[src/pkg/tape_consts.vh]
// Constants for the tape block formatter: formats, characters, masks and timing.
//
// Behaviour
// - Nine-track bytes get parity bit set when data ones are even; odd overall.
// - Nine-track NRZI cyclic check character goes four bit spaces after last data.
// - Cyclic check character parity is even for odd byte count, odd otherwise.
// - NRZI longitudinal check makes every track's one count even over the block, except the nine-track parity track.
// - Nine-track NRZI longitudinal check character goes eight bit spaces after data.
// - Nine-track NRZI longitudinal check character always has odd parity.
// - Longitudinal check character is deskewed by the same logic as data.
// - Nine-track NRZI tape mark: tracks 3, 6, 7 character, identical check eight spaces on.
// - Nine-track NRZI tape mark carries no cyclic check character.
// - Seven-track tape mark: tracks 8, 4, 2, 1 character, identical check four spaces on.
// - Seven-track check bit set when data lacks the selected odd or even parity.
// - Seven-track longitudinal check follows last character or tape mark by four spaces.
// - Phase encoding: mid-cell transition toward erased means one, away means zero.
// - Phase-encoded block opens with 40 zero characters, one all-ones, then data.
// - Phase-encoded block closes with one all-ones character then 40 zero characters.
// - Phase-encoded tape mark: 80 or more double-rate reversals on P,0,2,5,6,7.
// - Tape mark read when P/0/5 or 2/6/7 show 64 reversals, 1/3/4 erased.
// - Identification burst at load point toggles the parity track only.
// - NRZI writing toggles a track for each one and holds it for zero.
// - Written bytes are spaced at least skew gate fall plus 1 usec.
// - Read characters are spaced at least character gate end plus 1 usec.
// - Phase-encoded deskew tolerates up to 1.8 bit times of track skew.
`ifndef TAPE_CONSTS_VH
`define TAPE_CONSTS_VH

`define FMT_NRZI9 2'h0
`define FMT_PE 2'h1
`define FMT_NRZI7 2'h2

`define CLK_MHZ 100
`define WR_CELL_NS 2000
`define SKEW_GATE_NS 1500
`define SPACING_MARGIN_NS 1000
`define RD_GATE_NS 1500
`define PE_SKEW_TENTHS 18

`define CRC_SPACE 12'h004
`define LRC9_SPACE 12'h008
`define LRC7_SPACE 12'h004
`define PE_SYNC_ZEROS 12'h028
`define PE_TM_CELLS 12'h028
`define ID_BURST_CELLS 12'haa0
`define PE_TM_DETECT 7'h40

`define CRC_POLY 8'hb5
`define ALL_ONES 9'h1ff
`define TM9_CHAR 9'h0c8
`define TM7_DATA 6'h0f
`define ZONE1_MASK 9'h121
`define ZONE2_MASK 9'h0c4
`define ZONE3_MASK 9'h01a
`define PE_TM_MASK 9'h1e5
`define ID_MASK 9'h100

`endif

[src/design/tape_block_formatter.v]
// Tape block formatter: write framing, flux coding, read deskew and block checks.
`timescale 1ns/10ps
`include "tape_consts.vh"

module tape_block_formatter #(
	parameter [7:0] CRC_POLY = `CRC_POLY,
	parameter [11:0] ID_CELLS = `ID_BURST_CELLS
)(
	input wire core_clk,
	input wire resetn,
	input wire ce,
	input wire [1:0] fmt,
	input wire par_odd,
	input wire wr_valid,
	input wire [7:0] wr_data,
	input wire wr_last,
	output wire wr_ready,
	input wire cmd_tm,
	input wire cmd_id,
	output wire cmd_ready,
	output wire wr_busy,
	output wire [8:0] flux,
	output wire [8:0] wbus_char,
	output wire wbus_strobe,
	output wire wr_done,
	input wire [8:0] rd_pulse,
	input wire [8:0] rd_bit,
	input wire [8:0] rd_rev,
	input wire rd_end,
	output wire rd_valid,
	output wire [8:0] rd_char,
	output wire blk_end,
	output wire blk_err,
	output wire tm_found
);

// ----------------------------------------
// Timing
// ----------------------------------------
localparam integer CELL_C = (`WR_CELL_NS * `CLK_MHZ + 999) / 1000;
localparam integer GAP_C = ((`SKEW_GATE_NS + `SPACING_MARGIN_NS) * `CLK_MHZ + 999) / 1000;
localparam integer SLOT_C = (CELL_C > GAP_C) ? CELL_C : GAP_C;
localparam integer HALF_C = (SLOT_C + 1) / 2;
localparam integer RGATE_C = (`RD_GATE_NS * `CLK_MHZ + 999) / 1000;
localparam integer PEGATE_C = (CELL_C * `PE_SKEW_TENTHS + 9) / 10;
localparam integer HOLD_C = (`SPACING_MARGIN_NS * `CLK_MHZ + 999) / 1000;
localparam [31:0] HALF_W = HALF_C - 1;
localparam [31:0] RGATE_W = RGATE_C - 1;
localparam [31:0] PEGATE_W = PEGATE_C - 1;
localparam [31:0] HOLD_W = HOLD_C;
localparam [15:0] HALF_END = HALF_W[15:0];
localparam [15:0] RGATE_END = RGATE_W[15:0];
localparam [15:0] PEGATE_END = PEGATE_W[15:0];
localparam [15:0] HOLD_LOAD = HOLD_W[15:0];

localparam [2:0] S_IDLE = 3'h0;
localparam [2:0] S_ID = 3'h1;
localparam [2:0] S_PRE = 3'h2;
localparam [2:0] S_DATA = 3'h3;
localparam [2:0] S_POST = 3'h4;
localparam [2:0] S_CHK = 3'h5;
localparam [2:0] S_TMB = 3'h6;
localparam [2:0] S_TMC = 3'h7;

localparam [1:0] K_BLANK = 2'h0;
localparam [1:0] K_CHAR = 2'h1;
localparam [1:0] K_HALFB = 2'h2;
localparam [1:0] K_CELLB = 2'h3;

// ----------------------------------------
// Bit-space ticks
// ----------------------------------------
reg [15:0] half_cnt_ff;
reg phase_ff;
wire half_tick = (half_cnt_ff == HALF_END);
wire cell_start = half_tick & phase_ff;

// One cell is at least the skew gate fall plus the margin long.
always @(posedge core_clk)
begin
	if (!resetn)
	begin
		half_cnt_ff <= 16'h0000;
		phase_ff <= 1'b0;
	end
	else if (ce)
	begin
		if (half_tick)
		begin
			half_cnt_ff <= 16'h0000;
			phase_ff <= ~phase_ff;
		end
		else
			half_cnt_ff <= half_cnt_ff + 16'h0001;
	end
end

// ----------------------------------------
// Write framing
// ----------------------------------------
reg [2:0] state_ff;
reg [11:0] cnt_ff;
reg [1:0] wfmt_ff;
reg [7:0] crc_ff;
reg [8:0] lrc_ff;
reg odd_ff;
reg tm_ff;
reg [1:0] kind_ff;
reg [8:0] cell_char_ff;
reg [8:0] flux_ff;
reg [8:0] wbus_char_ff;
reg wbus_strobe_ff;
reg wr_done_ff;
reg [2:0] nxt_state;
reg [11:0] nxt_cnt;
reg [7:0] nxt_crc;
reg [8:0] nxt_lrc;
reg nxt_odd;
reg nxt_tm;
reg [1:0] kind;
reg [8:0] emit;
reg done;
reg [8:0] nxt_flux;
wire [7:0] crc_wr;

wire w_pe = (wfmt_ff == `FMT_PE);
wire w_n7 = (wfmt_ff == `FMT_NRZI7);
wire [8:0] char9 = {~^wr_data, wr_data};
wire c7 = par_odd ? ~^wr_data[5:0] : ^wr_data[5:0];
wire [8:0] char7 = {c7, 2'b00, wr_data[5:0]};
wire [8:0] wr_char = w_n7 ? char7 : char9;
wire [8:0] crc_char = {^crc_ff ^ ~odd_ff, crc_ff};
wire [8:0] lrc9_char = {~^lrc_ff[7:0], lrc_ff[7:0]};
wire tm7_c = par_odd ? ~^`TM7_DATA : ^`TM7_DATA;
wire [8:0] tm_char = w_n7 ? {tm7_c, 2'b00, `TM7_DATA} : `TM9_CHAR;

assign wr_ready = ce & cell_start & (state_ff == S_DATA);
assign cmd_ready = ce & cell_start & (state_ff == S_IDLE);
assign wr_busy = (state_ff != S_IDLE);

crc_step #(
	.POLY(CRC_POLY)
) u_crc_wr (
	.crc_in(crc_ff),
	.char_in(wr_data),
	.crc_out(crc_wr)
);

always @*
begin
	nxt_state = state_ff;
	nxt_cnt = cnt_ff + 12'h001;
	nxt_crc = crc_ff;
	nxt_lrc = lrc_ff;
	nxt_odd = odd_ff;
	nxt_tm = tm_ff;
	kind = K_BLANK;
	emit = 9'h000;
	done = 1'b0;
	case (state_ff)
	S_IDLE:
	begin
		nxt_cnt = 12'h000;
		nxt_crc = 8'h00;
		nxt_lrc = 9'h000;
		nxt_odd = 1'b0;
		nxt_tm = 1'b0;
		if (cmd_id && (fmt == `FMT_PE))
			nxt_state = S_ID;
		else if (cmd_tm)
			nxt_state = (fmt == `FMT_PE) ? S_TMB : S_TMC;
		else if (wr_valid)
			nxt_state = (fmt == `FMT_PE) ? S_PRE : S_DATA;
	end
	S_ID:
	begin
		kind = K_CELLB;
		emit = `ID_MASK;
		if (cnt_ff == ID_CELLS - 12'h001)
		begin
			nxt_state = S_IDLE;
			done = 1'b1;
		end
	end
	S_TMB:
	begin
		kind = K_HALFB;
		emit = `PE_TM_MASK;
		if (cnt_ff == `PE_TM_CELLS - 12'h001)
		begin
			nxt_state = S_IDLE;
			done = 1'b1;
		end
	end
	S_PRE:
	begin
		kind = K_CHAR;
		emit = (cnt_ff == `PE_SYNC_ZEROS) ? `ALL_ONES : 9'h000;
		if (cnt_ff == `PE_SYNC_ZEROS)
			nxt_state = S_DATA;
	end
	S_DATA:
	begin
		nxt_cnt = 12'h001;
		if (wr_valid)
		begin
			kind = K_CHAR;
			emit = wr_char;
			nxt_crc = crc_wr;
			nxt_lrc = lrc_ff ^ wr_char;
			nxt_odd = ~odd_ff;
			if (wr_last)
			begin
				nxt_state = w_pe ? S_POST : S_CHK;
				nxt_cnt = w_pe ? 12'h000 : 12'h001;
			end
		end
	end
	S_POST:
	begin
		kind = K_CHAR;
		emit = (cnt_ff == 12'h000) ? `ALL_ONES : 9'h000;
		if (cnt_ff == `PE_SYNC_ZEROS)
		begin
			nxt_state = S_IDLE;
			done = 1'b1;
		end
	end
	S_CHK:
	begin
		if (w_n7 && (cnt_ff == `LRC7_SPACE))
		begin
			kind = K_CHAR;
			emit = lrc_ff;
			nxt_state = S_IDLE;
			done = 1'b1;
		end
		else if (!w_n7 && !tm_ff && (cnt_ff == `CRC_SPACE))
		begin
			kind = K_CHAR;
			emit = crc_char;
			nxt_lrc = lrc_ff ^ crc_char;
		end
		else if (!w_n7 && (cnt_ff == `LRC9_SPACE))
		begin
			kind = K_CHAR;
			emit = lrc9_char;
			nxt_state = S_IDLE;
			done = 1'b1;
		end
	end
	S_TMC:
	begin
		kind = K_CHAR;
		emit = tm_char;
		nxt_lrc = tm_char;
		nxt_tm = 1'b1;
		nxt_state = S_CHK;
		nxt_cnt = 12'h001;
	end
	default:
		nxt_state = S_IDLE;
	endcase
end

// Burst cells toggle their mask tracks and keep all other tracks erased.
always @*
begin
	nxt_flux = flux_ff;
	if (phase_ff)
	begin
		case (kind)
		K_CHAR:
			nxt_flux = w_pe ? ~emit : flux_ff ^ emit;
		K_BLANK:
			nxt_flux = w_pe ? `ALL_ONES : flux_ff;
		default:
			nxt_flux = ((flux_ff ^ emit) & emit) | ~emit;
		endcase
	end
	else
	begin
		case (kind_ff)
		K_CHAR:
			nxt_flux = w_pe ? cell_char_ff : flux_ff;
		K_HALFB:
			nxt_flux = ((flux_ff ^ cell_char_ff) & cell_char_ff) | ~cell_char_ff;
		default:
			nxt_flux = flux_ff;
		endcase
	end
end

always @(posedge core_clk)
begin
	if (!resetn)
	begin
		state_ff <= S_IDLE;
		cnt_ff <= 12'h000;
		wfmt_ff <= `FMT_NRZI9;
		crc_ff <= 8'h00;
		lrc_ff <= 9'h000;
		odd_ff <= 1'b0;
		tm_ff <= 1'b0;
		kind_ff <= K_BLANK;
		cell_char_ff <= 9'h000;
		flux_ff <= `ALL_ONES;
		wbus_char_ff <= 9'h000;
		wbus_strobe_ff <= 1'b0;
		wr_done_ff <= 1'b0;
	end
	else if (ce)
	begin
		wbus_strobe_ff <= 1'b0;
		wr_done_ff <= 1'b0;
		if (state_ff == S_IDLE)
			wfmt_ff <= fmt;
		if (half_tick)
			flux_ff <= nxt_flux;
		if (cell_start)
		begin
			state_ff <= nxt_state;
			cnt_ff <= nxt_cnt;
			crc_ff <= nxt_crc;
			lrc_ff <= nxt_lrc;
			odd_ff <= nxt_odd;
			tm_ff <= nxt_tm;
			kind_ff <= kind;
			cell_char_ff <= emit;
			wr_done_ff <= done;
			if (kind == K_CHAR)
			begin
				wbus_char_ff <= emit;
				wbus_strobe_ff <= 1'b1;
			end
		end
	end
end

assign flux = flux_ff;
assign wbus_char = wbus_char_ff;
assign wbus_strobe = wbus_strobe_ff;
assign wr_done = wr_done_ff;

// ----------------------------------------
// Read deskew
// ----------------------------------------
reg gate_ff;
reg [15:0] gcnt_ff;
reg [15:0] hold_ff;
wire r_pe = (fmt == `FMT_PE);
wire [8:0] pval = r_pe ? rd_bit : `ALL_ONES;
wire gate_open = ~gate_ff & (hold_ff == 16'h0000) & (|rd_pulse);
wire char_done = gate_ff & (gcnt_ff == (r_pe ? PEGATE_END : RGATE_END));
wire [8:0] cap_w;
wire [8:0] hit_w;
wire [8:0] quiet_w;

genvar t;
generate
	for (t = 0; t < 9; t = t + 1)
	begin : g_track
		reg cap_ff;
		reg [6:0] rev_ff;
		assign cap_w[t] = cap_ff | (rd_pulse[t] & pval[t]);
		assign hit_w[t] = rev_ff[6];
		assign quiet_w[t] = (rev_ff == 7'h00);
		always @(posedge core_clk)
		begin
			if (!resetn)
			begin
				cap_ff <= 1'b0;
				rev_ff <= 7'h00;
			end
			else if (ce)
			begin
				if (char_done)
					cap_ff <= 1'b0;
				else if (rd_pulse[t] & (gate_ff | gate_open))
					cap_ff <= pval[t];
				if (rd_end)
					rev_ff <= 7'h00;
				else if (rd_rev[t] && (rev_ff != `PE_TM_DETECT))
					rev_ff <= rev_ff + 7'h01;
			end
		end
	end
endgenerate

// After each character the gate stays shut for the margin time.
always @(posedge core_clk)
begin
	if (!resetn)
	begin
		gate_ff <= 1'b0;
		gcnt_ff <= 16'h0000;
		hold_ff <= 16'h0000;
	end
	else if (ce)
	begin
		if (char_done)
		begin
			gate_ff <= 1'b0;
			hold_ff <= HOLD_LOAD;
		end
		else if (gate_open)
		begin
			gate_ff <= 1'b1;
			// The opening cycle counts as the first gate cycle, so in the NRZI formats gate and hold-off
			// together span exactly one cell and back-to-back characters are taken.
			gcnt_ff <= 16'h0001;
		end
		else if (gate_ff)
			gcnt_ff <= gcnt_ff + 16'h0001;
		if (!char_done && (hold_ff != 16'h0000))
			hold_ff <= hold_ff - 16'h0001;
	end
end

// ----------------------------------------
// Read checks
// ----------------------------------------
reg [1:0] rpe_ff;
reg [8:0] h1_ff;
reg [8:0] h2_ff;
reg [15:0] n_ff;
reg [7:0] rcrc_ff;
reg [8:0] rlrc_ff;
reg pbad_ff;
reg rd_valid_ff;
reg [8:0] rd_char_ff;
reg blk_end_ff;
reg blk_err_ff;
reg tm_found_ff;
wire [7:0] crc_rd;
wire r_n7 = (fmt == `FMT_NRZI7);
wire [15:0] age = r_pe ? 16'h0000 : (r_n7 ? 16'h0001 : 16'h0002);
wire deliver = char_done & (r_pe ? ((rpe_ff == 2'h1) && (cap_w != 9'h000)) : 1'b1);
wire [8:0] aged = r_pe ? cap_w : (r_n7 ? h1_ff : h2_ff);
wire aged_ok = deliver & (n_ff >= age);
wire pwrong = r_n7 ? ((^{aged[8], aged[5:0]}) != par_odd) : ~^aged;
wire tm_pe = ((((hit_w & `ZONE1_MASK) == `ZONE1_MASK) | ((hit_w & `ZONE2_MASK) == `ZONE2_MASK))
	& ((quiet_w & `ZONE3_MASK) == `ZONE3_MASK));
wire tm7 = (h1_ff == h2_ff) & (h1_ff[5:0] == `TM7_DATA);
wire tm_nrzi = (n_ff == 16'h0002) & (h1_ff == h2_ff) & (r_n7 ? tm7 : (h1_ff == `TM9_CHAR));
wire crc_bad = (h2_ff[7:0] != rcrc_ff) | ((^h2_ff) != ~n_ff[0]);
wire lrc_bad = r_n7 ? (rlrc_ff != 9'h000) : ((rlrc_ff[7:0] != 8'h00) | ~^h1_ff);
wire short_blk = (n_ff <= age);
wire nrzi_bad = tm_nrzi ? 1'b0 : (short_blk | lrc_bad | (~r_n7 & crc_bad));

crc_step #(
	.POLY(CRC_POLY)
) u_crc_rd (
	.crc_in(rcrc_ff),
	.char_in(aged[7:0]),
	.crc_out(crc_rd)
);

always @(posedge core_clk)
begin
	if (!resetn)
	begin
		rpe_ff <= 2'h0;
		h1_ff <= 9'h000;
		h2_ff <= 9'h000;
		n_ff <= 16'h0000;
		rcrc_ff <= 8'h00;
		rlrc_ff <= 9'h000;
		pbad_ff <= 1'b0;
		rd_valid_ff <= 1'b0;
		rd_char_ff <= 9'h000;
		blk_end_ff <= 1'b0;
		blk_err_ff <= 1'b0;
		tm_found_ff <= 1'b0;
	end
	else if (ce)
	begin
		rd_valid_ff <= deliver;
		blk_end_ff <= 1'b0;
		tm_found_ff <= 1'b0;
		if (rd_end)
		begin
			blk_end_ff <= 1'b1;
			blk_err_ff <= pbad_ff | (r_pe ? 1'b0 : nrzi_bad);
			tm_found_ff <= r_pe ? tm_pe : tm_nrzi;
			rpe_ff <= 2'h0;
			n_ff <= 16'h0000;
			rcrc_ff <= 8'h00;
			rlrc_ff <= 9'h000;
			pbad_ff <= 1'b0;
		end
		else if (char_done)
		begin
			if (rpe_ff == 2'h0 && cap_w == `ALL_ONES)
				rpe_ff <= 2'h1;
			else if (rpe_ff == 2'h1 && cap_w == 9'h000)
				rpe_ff <= 2'h2;
			if (deliver)
			begin
				rd_char_ff <= cap_w;
				h1_ff <= cap_w;
				h2_ff <= h1_ff;
				n_ff <= n_ff + 16'h0001;
				rlrc_ff <= rlrc_ff ^ cap_w;
			end
			if (aged_ok)
			begin
				rcrc_ff <= crc_rd;
				pbad_ff <= pbad_ff | pwrong;
			end
		end
	end
end

assign rd_valid = rd_valid_ff;
assign rd_char = rd_char_ff;
assign blk_end = blk_end_ff;
assign blk_err = blk_err_ff;
assign tm_found = tm_found_ff;

endmodule

[src/design/crc_step.v]
// One step of the cyclic check character generator.
`timescale 1ns/10ps
`include "tape_consts.vh"

module crc_step #(
	parameter [7:0] POLY = `CRC_POLY
)(
	input wire [7:0] crc_in,
	input wire [7:0] char_in,
	output wire [7:0] crc_out
);

// The feedback polynomial is a parameter so the system can supply its own.
assign crc_out = {crc_in[6:0], 1'b0} ^ (crc_in[7] ? POLY : 8'h00) ^ char_in;

endmodule

[config.mk]
export PLATFORM = sky130hd
export DESIGN_NAME = tape_block_formatter
export DESIGN_NICKNAME = d
export VERILOG_FILES = /design/src/design/tape_block_formatter.v /design/src/design/crc_step.v
export VERILOG_INCLUDE_DIRS = /design/src /design/src/pkg
export SDC_FILE = /design/constraint.sdc
export NUM_CORES = 1
export LEC_CHECK = 0
export ABC_AREA = 1
export BUFFER_PORTS_ARGS = -buffer_cell sky130_fd_sc_hd__buf_4
export CAP_MARGIN = 0
export CORE_ASPECT_RATIO = 2
export CORE_UTILIZATION = 45
export CTS_CLUSTER_DIAMETER = 150
export DETAILED_ROUTE_END_ITERATION = 8
export GPL_ROUTABILITY_DRIVEN = 0
export PLACE_DENSITY_LB_ADDON = 0.15
export SYNTH_ARGS = -nofsm -noshare
export SYNTH_HDL_FRONTEND = slang
export SYNTH_SLANG_ARGS = --single-unit
[constraint.sdc]
create_clock -name core_clk -period 2.5 [get_ports core_clk]
set_input_delay 0.125 -clock core_clk [delete_from_list [all_inputs] [get_ports core_clk]]
set_output_delay 0.125 -clock core_clk [all_outputs]
set_load 0.05 [all_outputs]
==> results.ini <==
[run_status]
status = finished, final reports clean

[synthesis]
ys_types = 53
syn_inst = 2235
synthTopCellsByArea = dfxtp_1 33%, nand2_1 12%, a21oi_1 7.8%
synth_nets = 2327
yosys.area.top_type_share_pct = 33.4
ys_seq_area_share_pct = 33.4
ys.warnings.count = 0
syn_area_per_cell_um2 = 6.63
yosysTopAreaCell = dfxtp_1
synth_area_mm2 = 0.0148
synth-seq-cells = 247

[drt]
viasPerCell = 5.49
first_pass_iters = 5
vias = 15465
drc = 0
drt_iter0_markers = 922
drt_wl_total_um = 48500
wl_per_cell_um = 17.2
drtAntennaViolNets = 0

[clock_tree]
cts_sinks = 247
cts_root_buf = clkbuf_16
cts_tree = built
clk_latency_ps = 560
htreeDepth = 1
clk_path_buf_depth = 3
path_clk_slew_ps = 70
cts_made_buffers = 26

[power_and_ir_drop]
p_switching_w = 0.00231
p_comb_share_pct = 9.4
vdd_drop_max_mv = 0.689
power_density_mw_per_mm2 = 529
seqPwrFrac_pct = 42.9
internal_power_w = 0.00704
clkPwrFrac_pct = 47.7
switching_share_pct = 24.7
leakagePower_nw = 7.37

[layout]
multi_input_area_mm2 = 0.00863
final_nets = 2464
n_fill_cell = 3289
final_cell_mix = 451 x nand2_1, 277 x inv_1, 242 x dfxtp_1, 230 x a21oi_1, 214 x nor2_1
stdcell_count = 2818
final_common_cell = nand2_1
drive_gt1_share_pct = 12.4
regArea_mm2 = 0.00496
antenna_cells = 0
area_growth_pct = 19.1

[sta]
slew_violations = 0
fin_hold_ws_ps = 5.34
fmax_ghz = 0.415
period_needed_ps = 2410
period_share_pct = 96.4
fin_ws_ps = 89.7
slew_headroom_pct = 55.4
hold_viol_final = 0
worst_slew_pin_slew_ps = 661
totalNegativeSetupSlack_ps = 0
finalSetupViolations = 0
clock_skew_ps = 19.6

[global_route]
grt_overflow = 0
grt_pass1_wl_um = 77300
grt_start_max_net_pins = 60
track_usage_pct = 29.5
grt_pass1_vias = 15461
antenna_found_initial = 1

[worst_setup_path]
r2r-end = flux[7]
reg2regPathDepth = 14
crit_top_cell = nand2_1
max_stage_delay_ps = 330
worstPathCellList = inv_1 -> ha_2 -> nor3b_1 -> nand3_1 -> buf_4 -> nand2_1 -> nor3_1 -> nand3_2 -> ha_1 -> o21ai_0 -> a21o_1 -> nand3_1 -> nand2_1 -> nand2_1
crit_arrival_ps = 2860
crit_path_end_kind = flip-flop
cp.required_ps = 2950
crit_slowest_cell = dfxtp_1
reg2reg_slack_ps = 90
cp-startpoint = cnt_ff[0]
crit_type = reg -> reg
cp_top_family = simple AND/OR/NAND/NOR gates
critPathMaxFanout = 4
path_buf_inv = 2
r2r_start = cnt_ff[0]
cp-start-kind = flip-flop

[min_path]
hp-class = in -> reg
worstHoldEndpoint = crc_ff[4]
min_delay_path_depth = 5
worstHoldStart = wr_data[4]

[floorplan]
die_h_um = 259
fp.dieW_um = 130
start_util_pct = 45.8
dieArea_mm2 = 0.0337
coreArea_mm2 = 0.0323
num_io_pins = 82
rows = 93

[placement]
placed_cells = 2739
dpl.hpwl_um = 35800
port_buffers = 81
place_ws_ps = 32.5

[job]
cap_violations = 0

-- stage by stage --
step                      power [W]  utilization (%)  instance area (µm²)
after floorplan             0.00461                -                14800
after global placement      0.00492             50.0                16200
after detailed placement    0.00493             50.0                16200
after CTS                   0.00943             53.7                17400
after global routing        0.00967             54.6                17700
final                       0.00935             54.6                17700
-- layer usage --
layer	wire length, µm	track usage, %	part of all wire (%)	up-vias
met5	9	0	0.019	-
met4	4310	24.8	8.9	2
met3	2410	6.07	5.0	223
met2	25300	53.6	52	441
met1	16500	27.4	34	7138
li1	-	-	-	7661
-- synthesized netlist by cell type (all sizes together) --
master	number
a211o	1
a211oi	18
a21boi	2
a21o	3
a21oi	234
a221oi	3
a31oi	19
and3	2
buf	28
clkbuf	41
clkinv	3
dfxtp	247
ha	46
inv	291
nand2	470
nand3	149
nand3b	8
nand4	53
nor2	228
nor3	96
nor3b	3
nor4	19
o2111ai	3
o211a	2
o211ai	11
o21a	15
o21ai	131
o21bai	2
o22ai	8
o31ai	3
or2	12
xnor2	40
xor2	44
-- kinds of logic after synthesis --
| kind of cell | synth area share, % |
|---|---|
| compound gates | 17.0 |
| xor+xnor | 4.96 |
| fa+ha+maj | 3.88 |
| buf+inv | 9.74 |
| flops | 33.4 |
| simple gates | 31.0 |
-- what timing repair did --
item / CTS / global route
setup endpoints to repair: 0 / 27
setup buffers: 0 / 8
hold endpoints to repair: 30 / 0
hold buffers: 24 / 0
gates resized for setup: 0 / 54
-- worst max-delay path by stage --
| stage | endpoint | slack, ps | cells after the start |
|---|---|---|---|
| after floorplan | crc_ff[2] | 180 | 8 |
| after global placement | flux[1] | 50 | 16 |
| after detailed placement | n_ff[10] | 30 | 13 |
| after CTS | flux[0] | 30 | 17 |
| after global routing | flux[8] | -30 | 16 |
| final | flux[7] | 90 | 14 |
-- sequential cells by signal (all words and copies together), names as in the netlist, 9 cells and up --
| signal | count |
|---|---|
| cell_char_ff | 9 |
| cnt_ff | 12 |
| flux | 9 |
| g_track.cap_ff | 9 |
| g_track.rev_ff | 63 |
| gcnt_ff | 16 |
| h2_ff | 9 |
| half_cnt_ff | 16 |
| hold_ff | 16 |
| lrc_ff | 9 |
| n_ff | 16 |
| rd_char | 9 |
| rlrc_ff | 9 |
| wbus_char | 9 |
-- power by group through the flow --
stage,combinational [W],sequential [W],clock (W)
2_1_floorplan,0.000511,0.00410,0
3_3_place_gp,0.000819,0.00410,0
3_5_place_dp,0.000829,0.00410,0
4_1_cts,0.000865,0.00401,0.00455
5_1_grt,0.000972,0.00402,0.00469
6_report,0.000875,0.00401,0.00446
-- worst reg2reg max path, delay by kind of cell (launching register included) --
family,cells,cell delay [ps]
buffers and inverters,2,240
flip-flops,1,330
AND/OR/NAND/NOR,8,940
AO/OA/AOI/OAI,2,290
adder cells (fa/ha/maj),2,520
-- layout make-up --
cell class                      instances  share of cell area, %
Clock buffer                           37                   4.38
Clock inverter                         10                   1.13
Inverter                              294                   6.33
Multi-Input combinational cell       1625                   48.9
Sequential cell                       247                   28.1
Tap cell                              427                   3.03
Timing Repair Buffer                  178                   8.19
(Power assumes the default switching activity.)
